**src/core/pwmc_pkg.sv**
```systemverilog
// constants and types for the pwm-mode counter channel
package pwmc_pkg;
  // register byte offsets
  localparam logic [7:0] OFS_CTRL      = 8'h00;
  localparam logic [7:0] OFS_CMD       = 8'h04;
  localparam logic [7:0] OFS_STATUS    = 8'h08;
  localparam logic [7:0] OFS_COUNT     = 8'h0c;
  localparam logic [7:0] OFS_COMPARE   = 8'h10;
  localparam logic [7:0] OFS_CMP_SHAD  = 8'h14;
  localparam logic [7:0] OFS_PERIOD    = 8'h18;
  localparam logic [7:0] OFS_PER_SHAD  = 8'h1c;
  localparam logic [7:0] OFS_TRIG      = 8'h20;
  localparam int         NUM_REGS      = 9;
  // control fields
  localparam int CTRL_MODE_POS   = 0;
  localparam int CTRL_ONESHOT    = 2;
  localparam int CTRL_CMP_SWAP   = 3;
  localparam int CTRL_PER_SWAP   = 4;
  localparam int CTRL_HALT_KILL  = 5;
  localparam int CTRL_SYNC_KILL  = 6;
  localparam int CTRL_POL        = 7;
  localparam int CTRL_POL_N      = 8;
  localparam int CTRL_PSC_POS    = 9;
  localparam int CTRL_OV_POS     = 12;
  localparam int CTRL_UN_POS     = 14;
  localparam int CTRL_CC_POS     = 16;
  localparam logic [31:0] CTRL_MASK  = 32'h0003_ffff;
  localparam logic [31:0] CTRL_RESET = 32'h0000_d000;
  // command bits, self clearing
  localparam int CMD_RELOAD = 0;
  localparam int CMD_START  = 1;
  localparam int CMD_KILL   = 2;
  localparam int CMD_SWAP   = 3;
  // status bits
  localparam int STAT_RUN   = 0;
  localparam int STAT_DIR   = 1;
  localparam int STAT_SUPP  = 2;
  localparam int STAT_SWAP  = 3;
  // trigger detect modes, two bits per input: reload,start,kill,count,swap
  localparam int          TRIG_W     = 2;
  localparam logic [31:0] TRIG_MASK  = 32'h0000_03ff;
  localparam logic [31:0] TRIG_RESET = 32'h0000_00c0;
  localparam int EV_RELOAD = 0;
  localparam int EV_START  = 1;
  localparam int EV_KILL   = 2;
  localparam int EV_COUNT  = 3;
  localparam int EV_SWAP   = 4;
  localparam int NUM_EV    = 5;
  localparam logic [1:0] RESP_OKAY   = 2'b00;
  localparam logic [1:0] RESP_SLVERR = 2'b10;

  typedef enum logic [1:0] {
    PWMC_UP     = 2'b00,
    PWMC_DOWN   = 2'b01,
    PWMC_CENTRE = 2'b10,
    PWMC_ASYM   = 2'b11
  } pwmc_updown_t;

  typedef enum logic [1:0] {
    PWMC_SET    = 2'b00,
    PWMC_CLEAR  = 2'b01,
    PWMC_INVERT = 2'b10,
    PWMC_KEEP   = 2'b11
  } pwmc_action_t;

  typedef enum logic [1:0] {
    PWMC_RISE  = 2'b00,
    PWMC_FALL  = 2'b01,
    PWMC_BOTH  = 2'b10,
    PWMC_LEVEL = 2'b11
  } pwmc_edge_t;
endpackage

```
**src/core/pwmc_top.sv**
```systemverilog
// pwm-mode counter channel with axi4-lite register slave
// Operation
// - reload loads 0, period or 1, starts
// - reload and start only act when stopped
// - start keeps count, sets direction by mode
// - count event steps one in direction
// - terminal after swap exchanges compare/period shadows
// - swap pends while running, dropped when stopped
// - prescaler divides clock to qualify counting
// - one-shot stops on overflow in up mode, else on underflow
// - up mode counts 0 to period
// - down mode counts period to 0
// - up/down counts 1 to period to 0
// - equality of count and compare hits
// - true and complementary outputs from events
// - halt-on-kill stops counter until reload/start
// - async kill suppresses while kill active
// - sync kill suppresses until clean terminal
// - terminal event chosen by counting mode
// - up/down hit on leaving, else entering
// - events set, clear or invert line
// - overflow/underflow action before compare action
`timescale 1ns/1ps
`default_nettype none
module pwmc_top #(
  parameter int WIDTH = 16
) (
  input  wire logic        aclk,
  input  wire logic        aresetn,
  input  wire logic        awvalid,
  output var  logic        awready,
  input  wire logic [7:0]  awaddr,
  input  wire logic [2:0]  awprot,
  input  wire logic        wvalid,
  output var  logic        wready,
  input  wire logic [31:0] wdata,
  input  wire logic [3:0]  wstrb,
  output var  logic        bvalid,
  input  wire logic        bready,
  output var  logic [1:0]  bresp,
  input  wire logic        arvalid,
  output var  logic        arready,
  input  wire logic [7:0]  araddr,
  input  wire logic [2:0]  arprot,
  output var  logic        rvalid,
  input  wire logic        rready,
  output var  logic [31:0] rdata,
  output var  logic [1:0]  rresp,
  input  wire logic        reload_in,
  input  wire logic        start_in,
  input  wire logic        kill_in,
  input  wire logic        count_in,
  input  wire logic        swap_in,
  output var  logic        pwm,
  output var  logic        pwm_n,
  output var  logic        overflow,
  output var  logic        underflow,
  output var  logic        compare_hit,
  output var  logic        terminal_event
);
  if (WIDTH < 2 || WIDTH > 32) begin : g_chk
    $error("pwmc_top: WIDTH must be 2..32");
  end

  localparam logic [WIDTH-1:0] ONE = WIDTH'(1);

  function automatic logic [3:0] reg_index(input logic [7:0] a);
    return a[5:2];
  endfunction
  function automatic logic reg_ok(input logic [7:0] a);
    return (a[7:6] == 2'b00) && (a[5:2] < 4'(pwmc_pkg::NUM_REGS));
  endfunction
  function automatic logic edge_det(input logic [1:0] m, input logic cur,
                                    input logic prev);
    unique case (pwmc_pkg::pwmc_edge_t'(m))
      pwmc_pkg::PWMC_RISE:  return cur & ~prev;
      pwmc_pkg::PWMC_FALL:  return ~cur & prev;
      pwmc_pkg::PWMC_BOTH:  return cur ^ prev;
      pwmc_pkg::PWMC_LEVEL: return cur;
    endcase
  endfunction
  function automatic logic act(input logic [1:0] a, input logic l);
    unique case (pwmc_pkg::pwmc_action_t'(a))
      pwmc_pkg::PWMC_SET:    return 1'b1;
      pwmc_pkg::PWMC_CLEAR:  return 1'b0;
      pwmc_pkg::PWMC_INVERT: return ~l;
      pwmc_pkg::PWMC_KEEP:   return l;
    endcase
  endfunction

  // ---------------- axi4-lite slave
  logic        aw_held, w_held, wr_fire;
  logic [7:0]  aw_addr_q;
  logic [31:0] wdata_q, wr_old, wr_data;
  logic [3:0]  wstrb_q;
  logic [31:0] view [pwmc_pkg::NUM_REGS];
  logic [3:0]  wr_idx;

  assign wr_fire = aw_held & w_held & ~bvalid;
  assign wr_idx  = reg_index(aw_addr_q);

  always_comb begin
    wr_old = reg_ok(aw_addr_q) ? view[wr_idx] : 32'h0000_0000;
    for (int b = 0; b < 4; b++) begin
      wr_data[8*b +: 8] = wstrb_q[b] ? wdata_q[8*b +: 8] : wr_old[8*b +: 8];
    end
  end

  function automatic logic hits(input logic [7:0] ofs);
    return wr_fire && reg_ok(aw_addr_q) && (wr_idx == reg_index(ofs));
  endfunction

  always_ff @(posedge aclk) begin
    if (!aresetn) begin
      aw_held   <= 1'b0;
      w_held    <= 1'b0;
      awready   <= 1'b1;
      wready    <= 1'b1;
      bvalid    <= 1'b0;
      bresp     <= pwmc_pkg::RESP_OKAY;
      aw_addr_q <= 8'h00;
      wdata_q   <= 32'h0000_0000;
      wstrb_q   <= 4'h0;
    end else begin
      if (awvalid && awready) begin
        aw_held   <= 1'b1;
        awready   <= 1'b0;
        aw_addr_q <= awaddr;
      end
      if (wvalid && wready) begin
        w_held  <= 1'b1;
        wready  <= 1'b0;
        wdata_q <= wdata;
        wstrb_q <= wstrb;
      end
      if (wr_fire) begin
        aw_held <= 1'b0;
        w_held  <= 1'b0;
        bvalid  <= 1'b1;
        bresp   <= reg_ok(aw_addr_q) ? pwmc_pkg::RESP_OKAY
                                     : pwmc_pkg::RESP_SLVERR;
      end
      if (bvalid && bready) begin
        bvalid  <= 1'b0;
        awready <= 1'b1;
        wready  <= 1'b1;
      end
    end
  end

  always_ff @(posedge aclk) begin
    if (!aresetn) begin
      arready <= 1'b1;
      rvalid  <= 1'b0;
      rdata   <= 32'h0000_0000;
      rresp   <= pwmc_pkg::RESP_OKAY;
    end else if (arvalid && arready) begin
      arready <= 1'b0;
      rvalid  <= 1'b1;
      rdata   <= reg_ok(araddr) ? view[reg_index(araddr)] : 32'h0000_0000;
      rresp   <= reg_ok(araddr) ? pwmc_pkg::RESP_OKAY
                                : pwmc_pkg::RESP_SLVERR;
    end else if (rvalid && rready) begin
      rvalid  <= 1'b0;
      arready <= 1'b1;
    end
  end

  // ---------------- configuration and commands
  logic [31:0] ctrl, trig;
  logic [3:0]  cmd;
  always_ff @(posedge aclk) begin
    if (!aresetn) begin
      ctrl <= pwmc_pkg::CTRL_RESET;
      trig <= pwmc_pkg::TRIG_RESET;
      cmd  <= 4'h0;
    end else begin
      if (hits(pwmc_pkg::OFS_CTRL)) ctrl <= wr_data & pwmc_pkg::CTRL_MASK;
      if (hits(pwmc_pkg::OFS_TRIG)) trig <= wr_data & pwmc_pkg::TRIG_MASK;
      // one-cycle pulses; a byte lane not strobed issues nothing
      cmd <= hits(pwmc_pkg::OFS_CMD) && wstrb_q[0] ? wdata_q[3:0] : 4'h0;
    end
  end

  pwmc_pkg::pwmc_updown_t mode;
  logic       one_shot, halt_kill, sync_kill, updn;
  logic [2:0] psc;
  assign mode      = pwmc_pkg::pwmc_updown_t'(ctrl[pwmc_pkg::CTRL_MODE_POS +: 2]);
  assign one_shot  = ctrl[pwmc_pkg::CTRL_ONESHOT];
  assign halt_kill = ctrl[pwmc_pkg::CTRL_HALT_KILL];
  assign sync_kill = ctrl[pwmc_pkg::CTRL_SYNC_KILL];
  assign psc       = ctrl[pwmc_pkg::CTRL_PSC_POS +: 3];
  assign updn      = (mode == pwmc_pkg::PWMC_CENTRE) ||
                     (mode == pwmc_pkg::PWMC_ASYM);

  // ---------------- trigger inputs: three-stage sync, then detection
  logic [pwmc_pkg::NUM_EV-1:0] pins, s1, s2, s3, filt, prev, ev;
  assign pins = {swap_in, count_in, kill_in, start_in, reload_in};
  always_ff @(posedge aclk) begin
    if (!aresetn) begin
      s1 <= '0; s2 <= '0; s3 <= '0; filt <= '0; prev <= '0;
    end else begin
      s1   <= pins;
      s2   <= s1;
      s3   <= s2;
      filt <= (s2 & s3) | (filt & (s2 ^ s3));
      prev <= filt;
    end
  end
  always_comb begin
    for (int i = 0; i < pwmc_pkg::NUM_EV; i++) begin
      ev[i] = edge_det(trig[pwmc_pkg::TRIG_W*i +: 2], filt[i], prev[i]);
    end
    ev[pwmc_pkg::EV_RELOAD] |= cmd[pwmc_pkg::CMD_RELOAD];
    ev[pwmc_pkg::EV_START]  |= cmd[pwmc_pkg::CMD_START];
    ev[pwmc_pkg::EV_KILL]   |= cmd[pwmc_pkg::CMD_KILL];
    ev[pwmc_pkg::EV_SWAP]   |= cmd[pwmc_pkg::CMD_SWAP];
  end

  // ---------------- prescaler, divide by 2**psc
  logic [6:0] pre;
  logic       tick;
  always_ff @(posedge aclk) begin
    if (!aresetn) pre <= 7'h00;
    else          pre <= pre + 7'h01;
  end
  assign tick = (pre & 7'((8'h01 << psc) - 8'h01)) == 7'h00;

  // ---------------- counter core
  logic             running, dir_up, swap_pending, sup_sync, line;
  logic [WIDTH-1:0] count, compare_value, compare_shadow;
  logic [WIDTH-1:0] period, period_shadow, next_count;
  logic             next_dir, ovf, unf, hit, tc, cnt_step, load, start;
  logic             kill_stop, shot_stop, suppress, next_line;

  assign kill_stop = halt_kill & ev[pwmc_pkg::EV_KILL];
  assign load  = ~running & ev[pwmc_pkg::EV_RELOAD] & ~kill_stop;
  assign start = ~running & ev[pwmc_pkg::EV_START] & ~kill_stop;
  assign cnt_step = running & ev[pwmc_pkg::EV_COUNT] & tick;

  always_comb begin
    next_count = count;
    next_dir   = dir_up;
    ovf        = 1'b0;
    unf        = 1'b0;
    if (cnt_step) begin
      unique case (mode)
        pwmc_pkg::PWMC_UP: begin
          if (count == period) begin
            ovf        = 1'b1;
            next_count = '0;
          end else next_count = count + ONE;
        end
        pwmc_pkg::PWMC_DOWN: begin
          if (count == '0) begin
            unf        = 1'b1;
            next_count = period;
          end else next_count = count - ONE;
        end
        pwmc_pkg::PWMC_CENTRE, pwmc_pkg::PWMC_ASYM: begin
          if (dir_up) begin
            if (count == period) begin
              ovf        = 1'b1;
              next_dir   = 1'b0;
              next_count = count - ONE;
            end else next_count = count + ONE;
          end else if (count == '0) begin
            unf        = 1'b1;
            next_dir   = 1'b1;
            next_count = ONE;
          end else next_count = count - ONE;
        end
      endcase
    end
    // up/down: leaving the equal state; a reload counts as leaving 0
    hit = updn ? ((cnt_step && count == compare_value) ||
                  (load && compare_value == '0))
               : (cnt_step && next_count == compare_value);
    unique case (mode)
      pwmc_pkg::PWMC_UP:     tc = ovf;
      pwmc_pkg::PWMC_DOWN:   tc = unf;
      pwmc_pkg::PWMC_CENTRE: tc = unf;
      pwmc_pkg::PWMC_ASYM:   tc = ovf | unf;
    endcase
  end
  assign shot_stop = one_shot & (mode == pwmc_pkg::PWMC_UP ? ovf : unf);

  always_ff @(posedge aclk) begin
    if (!aresetn) begin
      running <= 1'b0;
      dir_up  <= 1'b1;
    end else begin
      if (kill_stop || shot_stop) running <= 1'b0;
      else if (load || start)     running <= 1'b1;
      if (load || start) dir_up <= (mode != pwmc_pkg::PWMC_DOWN);
      else if (cnt_step) dir_up <= next_dir;
    end
  end

  always_ff @(posedge aclk) begin
    if (!aresetn) begin
      count          <= '0;
      compare_value  <= '0;
      compare_shadow <= '0;
      period         <= '0;
      period_shadow  <= '0;
    end else begin
      if (hits(pwmc_pkg::OFS_COUNT))    count          <= wr_data[WIDTH-1:0];
      if (hits(pwmc_pkg::OFS_COMPARE))  compare_value  <= wr_data[WIDTH-1:0];
      if (hits(pwmc_pkg::OFS_CMP_SHAD)) compare_shadow <= wr_data[WIDTH-1:0];
      if (hits(pwmc_pkg::OFS_PERIOD))   period         <= wr_data[WIDTH-1:0];
      if (hits(pwmc_pkg::OFS_PER_SHAD)) period_shadow  <= wr_data[WIDTH-1:0];
      if (load) begin
        unique case (mode)
          pwmc_pkg::PWMC_UP:   count <= '0;
          pwmc_pkg::PWMC_DOWN: count <= period;
          pwmc_pkg::PWMC_CENTRE, pwmc_pkg::PWMC_ASYM: count <= ONE;
        endcase
      end else if (cnt_step) count <= next_count;
      // software must keep period equal to its shadow in asym mode
      if (tc && swap_pending) begin
        if (ctrl[pwmc_pkg::CTRL_CMP_SWAP]) begin
          compare_value  <= compare_shadow;
          compare_shadow <= compare_value;
        end
        if (ctrl[pwmc_pkg::CTRL_PER_SWAP]) begin
          period        <= period_shadow;
          period_shadow <= period;
        end
      end
    end
  end

  // a new swap in the consuming cycle stays pending
  always_ff @(posedge aclk) begin
    if (!aresetn) swap_pending <= 1'b0;
    else if (!running) swap_pending <= 1'b0;
    else swap_pending <= ev[pwmc_pkg::EV_SWAP] |
                         (swap_pending & ~tc);
  end

  // sync kill: set wins over the clearing terminal event
  always_ff @(posedge aclk) begin
    if (!aresetn) sup_sync <= 1'b0;
    else if (halt_kill || !sync_kill) sup_sync <= 1'b0;
    else if (ev[pwmc_pkg::EV_KILL]) sup_sync <= 1'b1;
    else if (tc) sup_sync <= 1'b0;
  end
  assign suppress = (~halt_kill & ~sync_kill & ev[pwmc_pkg::EV_KILL])
                  | sup_sync;

  always_comb begin
    next_line = line;
    if (ovf) next_line = act(ctrl[pwmc_pkg::CTRL_OV_POS +: 2], next_line);
    if (unf) next_line = act(ctrl[pwmc_pkg::CTRL_UN_POS +: 2], next_line);
    if (hit) next_line = act(ctrl[pwmc_pkg::CTRL_CC_POS +: 2], next_line);
  end

  always_ff @(posedge aclk) begin
    if (!aresetn) begin
      line           <= 1'b0;
      pwm            <= 1'b0;
      pwm_n          <= 1'b0;
      overflow       <= 1'b0;
      underflow      <= 1'b0;
      compare_hit    <= 1'b0;
      terminal_event <= 1'b0;
    end else begin
      line           <= next_line;
      pwm   <= ~suppress & (next_line ^ ctrl[pwmc_pkg::CTRL_POL]);
      pwm_n <= ~suppress & (~next_line ^ ctrl[pwmc_pkg::CTRL_POL_N]);
      overflow       <= ovf;
      underflow      <= unf;
      compare_hit    <= hit;
      terminal_event <= tc;
    end
  end

  always_comb begin
    for (int i = 0; i < pwmc_pkg::NUM_REGS; i++) view[i] = 32'h0000_0000;
    view[reg_index(pwmc_pkg::OFS_CTRL)]     = ctrl;
    view[reg_index(pwmc_pkg::OFS_STATUS)]   = {28'h0000000, swap_pending,
                                               suppress, dir_up, running};
    view[reg_index(pwmc_pkg::OFS_COUNT)]    = 32'(count);
    view[reg_index(pwmc_pkg::OFS_COMPARE)]  = 32'(compare_value);
    view[reg_index(pwmc_pkg::OFS_CMP_SHAD)] = 32'(compare_shadow);
    view[reg_index(pwmc_pkg::OFS_PERIOD)]   = 32'(period);
    view[reg_index(pwmc_pkg::OFS_PER_SHAD)] = 32'(period_shadow);
    view[reg_index(pwmc_pkg::OFS_TRIG)]     = trig;
  end

  property p_reload_up;
    @(posedge aclk) disable iff (!aresetn)
      (load && mode == pwmc_pkg::PWMC_UP) |=> (count == '0 && running);
  endproperty
  a_reload_up: assert property (p_reload_up) else $error("reload up fail");

  property p_no_restart;
    @(posedge aclk) disable iff (!aresetn)
      (running && ev[pwmc_pkg::EV_RELOAD] && !cnt_step
       && !hits(pwmc_pkg::OFS_COUNT)) |=> count == $past(count);
  endproperty
  a_no_restart: assert property (p_no_restart) else $error("reload ran");

  property p_step_up;
    @(posedge aclk) disable iff (!aresetn)
      (cnt_step && mode == pwmc_pkg::PWMC_UP && count != period && !load
       && !hits(pwmc_pkg::OFS_COUNT)) |=> count == $past(count) + ONE;
  endproperty
  a_step_up: assert property (p_step_up) else $error("no step");

  property p_swap_drop;
    @(posedge aclk) disable iff (!aresetn)
      !running |=> !swap_pending;
  endproperty
  a_swap_drop: assert property (p_swap_drop) else $error("swap kept");

  property p_one_shot;
    @(posedge aclk) disable iff (!aresetn)
      (one_shot && mode == pwmc_pkg::PWMC_DOWN && unf) |=> !running ##1 1'b1;
  endproperty
  a_one_shot: assert property (p_one_shot) else $error("one-shot ran");

  property p_halt;
    @(posedge aclk) disable iff (!aresetn)
      kill_stop |=> !running;
  endproperty
  a_halt: assert property (p_halt) else $error("kill no stop");

  property p_async_kill;
    @(posedge aclk) disable iff (!aresetn)
      (!halt_kill && !sync_kill && ev[pwmc_pkg::EV_KILL])
        |=> (!pwm && !pwm_n && terminal_event == $past(tc));
  endproperty
  a_async_kill: assert property (p_async_kill) else $error("not killed");

  property p_tc_mode;
    @(posedge aclk) disable iff (!aresetn)
      (tc && mode == pwmc_pkg::PWMC_CENTRE) |-> unf ##1 (terminal_event && underflow);
  endproperty
  a_tc_mode: assert property (p_tc_mode) else $error("tc wrong");
endmodule // pwmc_top
`default_nettype wire

```
**config.mk**
```make
export PLATFORM = sky130hd
export DESIGN_NAME = pwmc_top
export DESIGN_NICKNAME = d
export VERILOG_FILES = /design/src/core/pwmc_pkg.sv /design/src/core/pwmc_top.sv
export SDC_FILE = /design/constraint.sdc
export NUM_CORES = 1
export LEC_CHECK = 0
export BUFFER_PORTS_ARGS = -buffer_cell sky130_fd_sc_hd__clkbuf_2
export CORE_ASPECT_RATIO = 0.8
export CORE_UTILIZATION = 25
export DETAILED_ROUTE_END_ITERATION = 12
export PLACE_DENSITY = 0.5
export SLEW_MARGIN = 20
export SYNTH_ARGS = -nofsm -noshare
export SYNTH_HDL_FRONTEND = slang
export SYNTH_SLANG_ARGS = --single-unit
```
**constraint.sdc**
```tcl
create_clock -name aclk -period 3.7 [get_ports aclk]
set_input_delay 0.37 -clock aclk [delete_from_list [all_inputs] [get_ports aclk]]
set_output_delay 0.37 -clock aclk [all_outputs]
set_load 0.03 [all_outputs]
```
---- Yosys cells after proc, flatten, opt, wreduce, memory -nomap -nowiden ----
Cells that the tools add are included.
storage, ports and cells
  register bits ........................... 227
  logic and storage cells ................. 278
  memories kept ........................... 0
  output and inout bits ................... 47
  ROM bits ................................ 0
  RAM bits ................................ 0
  bits in latches ......................... 0
  bits of input ports ..................... 70
operators by class
  shifts and indexed selects .............. 1
  order comparisons ....................... 4
  $mul .................................... 0
  $add $sub $neg .......................... 4
  bitwise operators ....................... 68
  multiplexer cells ....................... 69
  divide/modulo/power cells ............... 0
  reductions and logical operators ........ 56
  equality and inequality tests ........... 38
operators by type and width
  cell                   count
  $mux 16                21
  $bmux 32 s4            2
  $mux 32                3
  $pmux 16 s3            2
  $mux 18                3
  $eq 16x16->1           3
  $eq 2x2->1 const B     18
  $logic_not 16->1       2
  $pmux 1 s4             8
  $and 1x1->1            25
  $logic_not 2->1        11
  $mux 1                 22
  $not 1->1              22
  $logic_and 1x1->1      21
  $eq 2x1->1 const B     9
  $add 16x1->16 const B  1
  $eq 4x3->1 const B     4
  $mux 8                 2
  $sub 16x1->16 const B  1
  $reduce_or 2->1        6
  $and 5x5->5            2
  $ge 5x5->1 const B     2
  $not 4->5              2
  $lt 4x4->1 const B     2
  22 further kinds       46

---- Depth between registers and ports, before layout ----
  depth in word-level cells ............... 16
  mapped depth ............................ 16
  mapped depth without buffers ............ 13

---- Worst setup path before layout ----
No wires, ideal clock.
  path type ............................... reg2reg
  from .................................... reg count[0]
  to ...................................... reg pwm_n
  data required time ...................... 3.630 ns
  data arrival time ....................... 3.650 ns
  setup slack ............................. -0.020 ns
  stages on the path, launching flop included .. 16
  library setup time ...................... 0.070 ns
  path through ............................ dfxtp_1 > clkbuf_1 > inv_1 > ha_1 > clkbuf_1 > inv_1 > nor4_4 > a21o_4 > o21a_4 > nor3_2 > or4_4 > a2111oi_2 > nand4_1 > a32o_1 > or3_1 > a21oi_1
on the way
  cells in the longest elaborated chain, start to end .. 15
  elaborated cells between the ends (all ways) .. 35
  those cells by class .................... 2 x add/sub; 3 x eq/ne; 21 x mux; 5 x bitwise; 4 x reduce/logical
ends and longest elaborated chain
  element                                                                 line             text
  start: declaration                                                      pwmc_top.sv:231  logic [WIDTH-1:0] count, compare_value, compare_shadow;
  start signal: assignment                                                pwmc_top.sv:308  if (hits(pwmc_pkg::OFS_COUNT)) count <= wr_data[WIDTH-1:0];
  start signal: assignment                                                pwmc_top.sv:316  pwmc_pkg::PWMC_DOWN: count <= period;
  start signal: assignment                                                pwmc_top.sv:319  end else if (cnt_step) count <= next_count;
  parallel branches: the longest is 11 deep, another holds $sub 16x1->16  --
  $mux 1 (*)                                                              pwmc_top.sv:356  if (hit) next_line = act(ctrl[pwmc_pkg::CTRL_CC_POS +: 2], next_line);
  $not 1->1 (*)                                                           pwmc_top.sv:371  pwm_n <= ~suppress & (~next_line ^ ctrl[pwmc_pkg::CTRL_POL_N]);
  $xor 1x1->1 (*)                                                         pwmc_top.sv:371
  $and 1x1->1 (*)                                                         pwmc_top.sv:371
  end signal: assignment                                                  pwmc_top.sv:371
  end: declaration                                                        pwmc_top.sv:55   output var logic pwm_n,
Every way passes the cells marked *.
A chain may end at the register's enable or synchronous reset.

---- Worst setup path in the final report ----
  from .................................... reg count[9]
  to ...................................... reg pwm_n
The elaborated chain is that of the path after synthesis.

==> metrics.txt <==
# TYPE chip_impl_metric gauge
chip_impl_metric{name="inserted_clock_buffers",unit=""} 23
chip_impl_metric{name="final_core_util",unit="%"} 32.77
chip_impl_metric{name="synth_cell_area",unit="um2"} 13320
chip_impl_metric{name="whs",unit="ps"} 46.13
chip_impl_metric{name="period_minus_slack",unit="ps"} 3972
chip_impl_metric{name="coreArea",unit="um2"} 52550
chip_impl_metric{name="final-instance-count-excl-fill",unit=""} 2622
chip_impl_metric{name="initial_utilization",unit="%"} 25.34
chip_impl_metric{name="holdPathStages",unit=""} 2
chip_impl_metric{name="ctsLongestPathBuffers",unit=""} 3
chip_impl_info{name="synth_largest_area_cell",value="sky130_fd_sc_hd__dfxtp_1"} 1
chip_impl_metric{name="synthSimpleGateAreaFrac",unit="%"} 24.59
chip_impl_metric{name="max_freq",unit="MHz"} 251.7
chip_impl_metric{name="post-route-cell-area",unit="um2"} 17220
chip_impl_metric{name="relSlewSlack",unit="%"} 42.36
chip_impl_info{name="tritoncts_clock_tree",value="built"} 1
chip_impl_info{name="cts.root.buffer_cell",value="sky130_fd_sc_hd__clkbuf_16"} 1
chip_impl_metric{name="fin_worst_skew",unit="ps"} 15.39
chip_impl_metric{name="async_reset_ff_share",unit="%"} 0
chip_impl_info{name="reg2reg_from",value="count[9]"} 1
chip_impl_info{name="rsz0062_at_grt",value="yes"} 1
chip_impl_info{name="run_status",value="complete, but fails checks"} 1
chip_impl_metric{name="synth_edf_count",unit=""} 0
chip_impl_metric{name="first_global_vias",unit=""} 13008
chip_impl_info{name="netlist_top_cells_area",value="sky130_fd_sc_hd__dfxtp_1 31%, sky130_fd_sc_hd__nand2_1 6.5%, sky130_fd_sc_hd__mux4_2 6.1%"} 1
chip_impl_metric{name="htreeDepth",unit=""} 1
chip_impl_metric{name="muxShareOfSynthArea",unit="%"} 7.160
chip_impl_metric{name="drt-initial-drc-count",unit=""} 1663
chip_impl_info{name="category_of_the_most_critical_setup_path",value="register to register"} 1
chip_impl_metric{name="rrSetupSlack",unit="ps"} -270
chip_impl_metric{name="portBuffers",unit=""} 75
chip_impl_metric{name="critical_path.max_fanout",unit=""} 7
chip_impl_metric{name="synth.top_cell.area_share",unit="%"} 31.42
chip_impl_info{name="critPathCapture",value="pwm_n"} 1
chip_impl_metric{name="cts.reportedPaths.clkPinSlew",unit="ps"} 60
chip_impl_metric{name="synth_compound_gate_area_share",unit="%"} 24.48
chip_impl_metric{name="clk_latency",unit="ps"} 530
chip_impl_metric{name="layout.nets",unit=""} 2006
chip_impl_info{name="hold_path_class",value="input port to register"} 1
chip_impl_metric{name="fp.dieArea",unit="um2"} 54190
chip_impl_info{name="netlist_top_cells_count",value="232 x sky130_fd_sc_hd__nand2_1, 209 x sky130_fd_sc_hd__dfxtp_1, 127 x sky130_fd_sc_hd__clkbuf_1, 127 x sky130_fd_sc_hd__nor2_1, 122 x sky130_fd_sc_hd__a21oi_1"} 1
chip_impl_metric{name="finalHoldViolations",unit=""} 0
chip_impl_metric{name="post-layout-total-power",unit="mW"} 5.284
chip_impl_metric{name="worstPathRequired",unit="ps"} 4160
chip_impl_metric{name="synth_sequential_area_ratio",unit="%"} 31.42
chip_impl_metric{name="drc",unit=""} 0
chip_impl_metric{name="fp.dieW",unit="um"} 260.0
chip_impl_metric{name="synthCells",unit=""} 1689
chip_impl_metric{name="floorplan.rows",unit=""} 75
chip_impl_metric{name="synth-xor-area-share",unit="%"} 3.881
chip_impl_metric{name="die_y",unit="um"} 208.4
chip_impl_metric{name="tns",unit="ps"} -628.8
chip_impl_metric{name="yosysWarningCount",unit=""} 0
chip_impl_info{name="crit_path_start",value="count[9]"} 1
chip_impl_metric{name="route.final.wire_length",unit="mm"} 57.27
chip_impl_metric{name="synth-seq-cells",unit=""} 209
chip_impl_metric{name="final_max_slew_viol_count",unit=""} 0
chip_impl_metric{name="syn_area_per_cell",unit="um2"} 7.884
chip_impl_metric{name="layout-area-overhead-vs-synth",unit="%"} 29.33
chip_impl_metric{name="power_density",unit="nW/um2"} 306.8
chip_impl_metric{name="layout_worst_path_cycle_share",unit="%"} 107.4
chip_impl_metric{name="worst-r2r-cell-count",unit=""} 14
chip_impl_metric{name="cap_viol_max_count",unit=""} 0
chip_impl_info{name="crit_path_start_kind",value="register"} 1
chip_impl_metric{name="grt_usage",unit="%"} 20.88
chip_impl_metric{name="finalSetupViolations",unit=""} 3
chip_impl_metric{name="count_of_vias_placed_by_the_detailed_router",unit=""} 13889
chip_impl_metric{name="grt_first_pass_wirelength",unit="mm"} 85.07
chip_impl_metric{name="grt_overflow_total",unit=""} 0
chip_impl_metric{name="num_io_pins",unit=""} 117
chip_impl_metric{name="p_leak",unit="nW"} 7.110
chip_impl_metric{name="placement.setup.worst_slack",unit="ps"} -640.7
chip_impl_metric{name="worst-endpoint-arrival",unit="ps"} 4440
chip_impl_metric{name="placement.cell_area",unit="um2"} 16030
chip_impl_metric{name="pin_count_of_the_biggest_net_entering_global_routing",unit=""} 70
chip_impl_metric{name="via_per_inst",unit=""} 5.297
chip_impl_metric{name="post-dp-hpwl",unit="mm"} 45.00
chip_impl_info{name="violated_checks",value="setup timing"} 1
chip_impl_metric{name="post-place-cells",unit=""} 2571
chip_impl_metric{name="antenna_violations_before_repair",unit=""} 1
chip_impl_info{name="synth_top_family_by_area",value="simple AND/OR/NAND/NOR gates"} 1
chip_impl_metric{name="drt_pre_antenna_iters",unit=""} 5
chip_impl_metric{name="post_synth_num_cell_types",unit=""} 77
chip_impl_metric{name="routedWlPerCell",unit="um"} 21.84
chip_impl_metric{name="tritoncts_num_sinks",unit=""} 209
chip_impl_metric{name="fin_ws",unit="ps"} -272.3
chip_impl_metric{name="ant_nets",unit=""} 0
chip_impl_metric{name="max-vdd-ir-drop",unit="mV"} 0.2522
chip_impl_metric{name="worst_pin_slew",unit="ps"} 864.5
chip_impl_info{name="timing.critical_path.to_type",value="register"} 1
chip_impl_metric{name="synth_adder_area_share",unit="%"} 2.067
chip_impl_info{name="dominant_cell_by_count_in_the_synthesized_netlist",value="sky130_fd_sc_hd__nand2_1"} 1
chip_impl_metric{name="final_layout_size_suffix_gt1_share",unit="%"} 26.33
chip_impl_info{name="reg_to_reg_critical_path_endpoint",value="pwm_n"} 1
chip_impl_info{name="ys.flop_type",value="sky130_fd_sc_hd__dfxtp_1"} 1
chip_impl_metric{name="gp_congestion",unit=""} 0.9717
chip_impl_metric{name="insertedDiodeCount",unit=""} 0
[metal layers]
layer  routed length (um)  global-route usage (%)
met1                28760                   33.18
met2                22770                   29.17
met3                 5142                   3.947
met4                  603                   2.272
met5                    0                       0
[sequential cells by signal, summed over array words and instances (netlist names), 5 cells and up]
name and cells:
aw_addr_q 6, compare_shadow 16, compare_value 16, count 16
ctrl 18, filt 5, period 16, period_shadow 16
pre 7, prev 5, rdata 18, s1 5
s2 5, s3 5, trig 10, wdata_q 18
[worst min path at each step]
stage,from,to,slack [ps]
finish,wvalid,wready,50
global route,start_in,s1[1],30
CTS,kill_in,s1[2],20
detailed placement,s1[4],s2[4],420
global placement,s1[2],s2[2],410
floorplan,s1[0],s2[0],410
[where the power goes]
group	leakage (nW)	internal [mW]	switching [mW]
clock	0.363	1.31	1.02
sequential	1.70	2.29	0.0547
combinational	5.05	0.226	0.379
[area by class of cell]
type / instances / area, um2
fillers: 5593 / 35330
multi-input cells: 1291 / 8703
flip-flops and latches: 209 / 4195
repair buffers: 352 / 2567
well taps: 693 / 867.1
clock buffers: 29 / 648.1
inverters: 37 / 143.9
clock inverters: 11 / 95.09
[timing repair]
| action | CTS | global route |
|---|---|---|
| cloned | 1 | 0 |
| pin swaps | 15 | 10 |
| gates resized for setup | 59 | 23 |
| buffers inserted | 8 | 3 |
| hold buffers | 0 | 0 |
| setup endpoints to repair | 4 | 52 |
[worst max-delay path: stages (launching register included)]
cell,delay (ps)
sky130_fd_sc_hd__dfxtp_1,470
sky130_fd_sc_hd__xor2_1,130
sky130_fd_sc_hd__nor4_2,480
sky130_fd_sc_hd__nand4_1,130
sky130_fd_sc_hd__buf_4,200
sky130_fd_sc_hd__buf_4,190
sky130_fd_sc_hd__o21a_2,280
sky130_fd_sc_hd__o221a_2,320
sky130_fd_sc_hd__and2_1,220
sky130_fd_sc_hd__a2111oi_4,400
sky130_fd_sc_hd__nand4_1,200
sky130_fd_sc_hd__buf_4,200
sky130_fd_sc_hd__a32o_2,230
sky130_fd_sc_hd__or3_1,320
sky130_fd_sc_hd__a21oi_2,130
[placed cells by master (no fill, tap or decap), types with 7 or more instances in the layout]
cell / instances
sky130_fd_sc_hd__and2_1: 99
sky130_fd_sc_hd__conb_1: 16
sky130_fd_sc_hd__inv_1: 35
sky130_fd_sc_hd__clkbuf_16: 23
sky130_fd_sc_hd__a22oi_1: 36
sky130_fd_sc_hd__a21oi_1: 119
sky130_fd_sc_hd__or3_1: 11
sky130_fd_sc_hd__a21boi_0: 33
sky130_fd_sc_hd__o211a_1: 37
sky130_fd_sc_hd__xor2_1: 18
sky130_fd_sc_hd__a22o_1: 7
sky130_fd_sc_hd__and3_1: 15
sky130_fd_sc_hd__a31oi_1: 14
sky130_fd_sc_hd__nor3_1: 22
sky130_fd_sc_hd__ha_1: 20
sky130_fd_sc_hd__nand4_1: 22
sky130_fd_sc_hd__buf_12: 7
sky130_fd_sc_hd__dfxtp_1: 202
sky130_fd_sc_hd__xnor2_1: 38
sky130_fd_sc_hd__clkbuf_2: 74
sky130_fd_sc_hd__a222oi_1: 12
sky130_fd_sc_hd__a211oi_1: 18
sky130_fd_sc_hd__nand3_1: 25
sky130_fd_sc_hd__nor4_1: 11
sky130_fd_sc_hd__nor4_2: 8
sky130_fd_sc_hd__mux2i_1: 12
sky130_fd_sc_hd__o21ai_0: 110
sky130_fd_sc_hd__nor2_1: 125
sky130_fd_sc_hd__buf_4: 265
sky130_fd_sc_hd__o211ai_1: 11
sky130_fd_sc_hd__mux4_2: 36
sky130_fd_sc_hd__nor2b_1: 36
sky130_fd_sc_hd__nand2_1: 231
sky130_fd_sc_hd__nand2b_1: 7
[cells by family (layout without fill, tap and decap cells)]
family / Yosys count / count (layout)
multiplexers: 50 / 50
flip-flops: 209 / 209
AO/OA/AOI/OAI: 483 / 484
other: 1 / 16
buffers and inverters: 205 / 429
XOR/XNOR: 59 / 59
adder cells (fa/ha/maj): 22 / 22
AND/OR/NAND/NOR: 660 / 660
(Power assumes the default switching activity.)
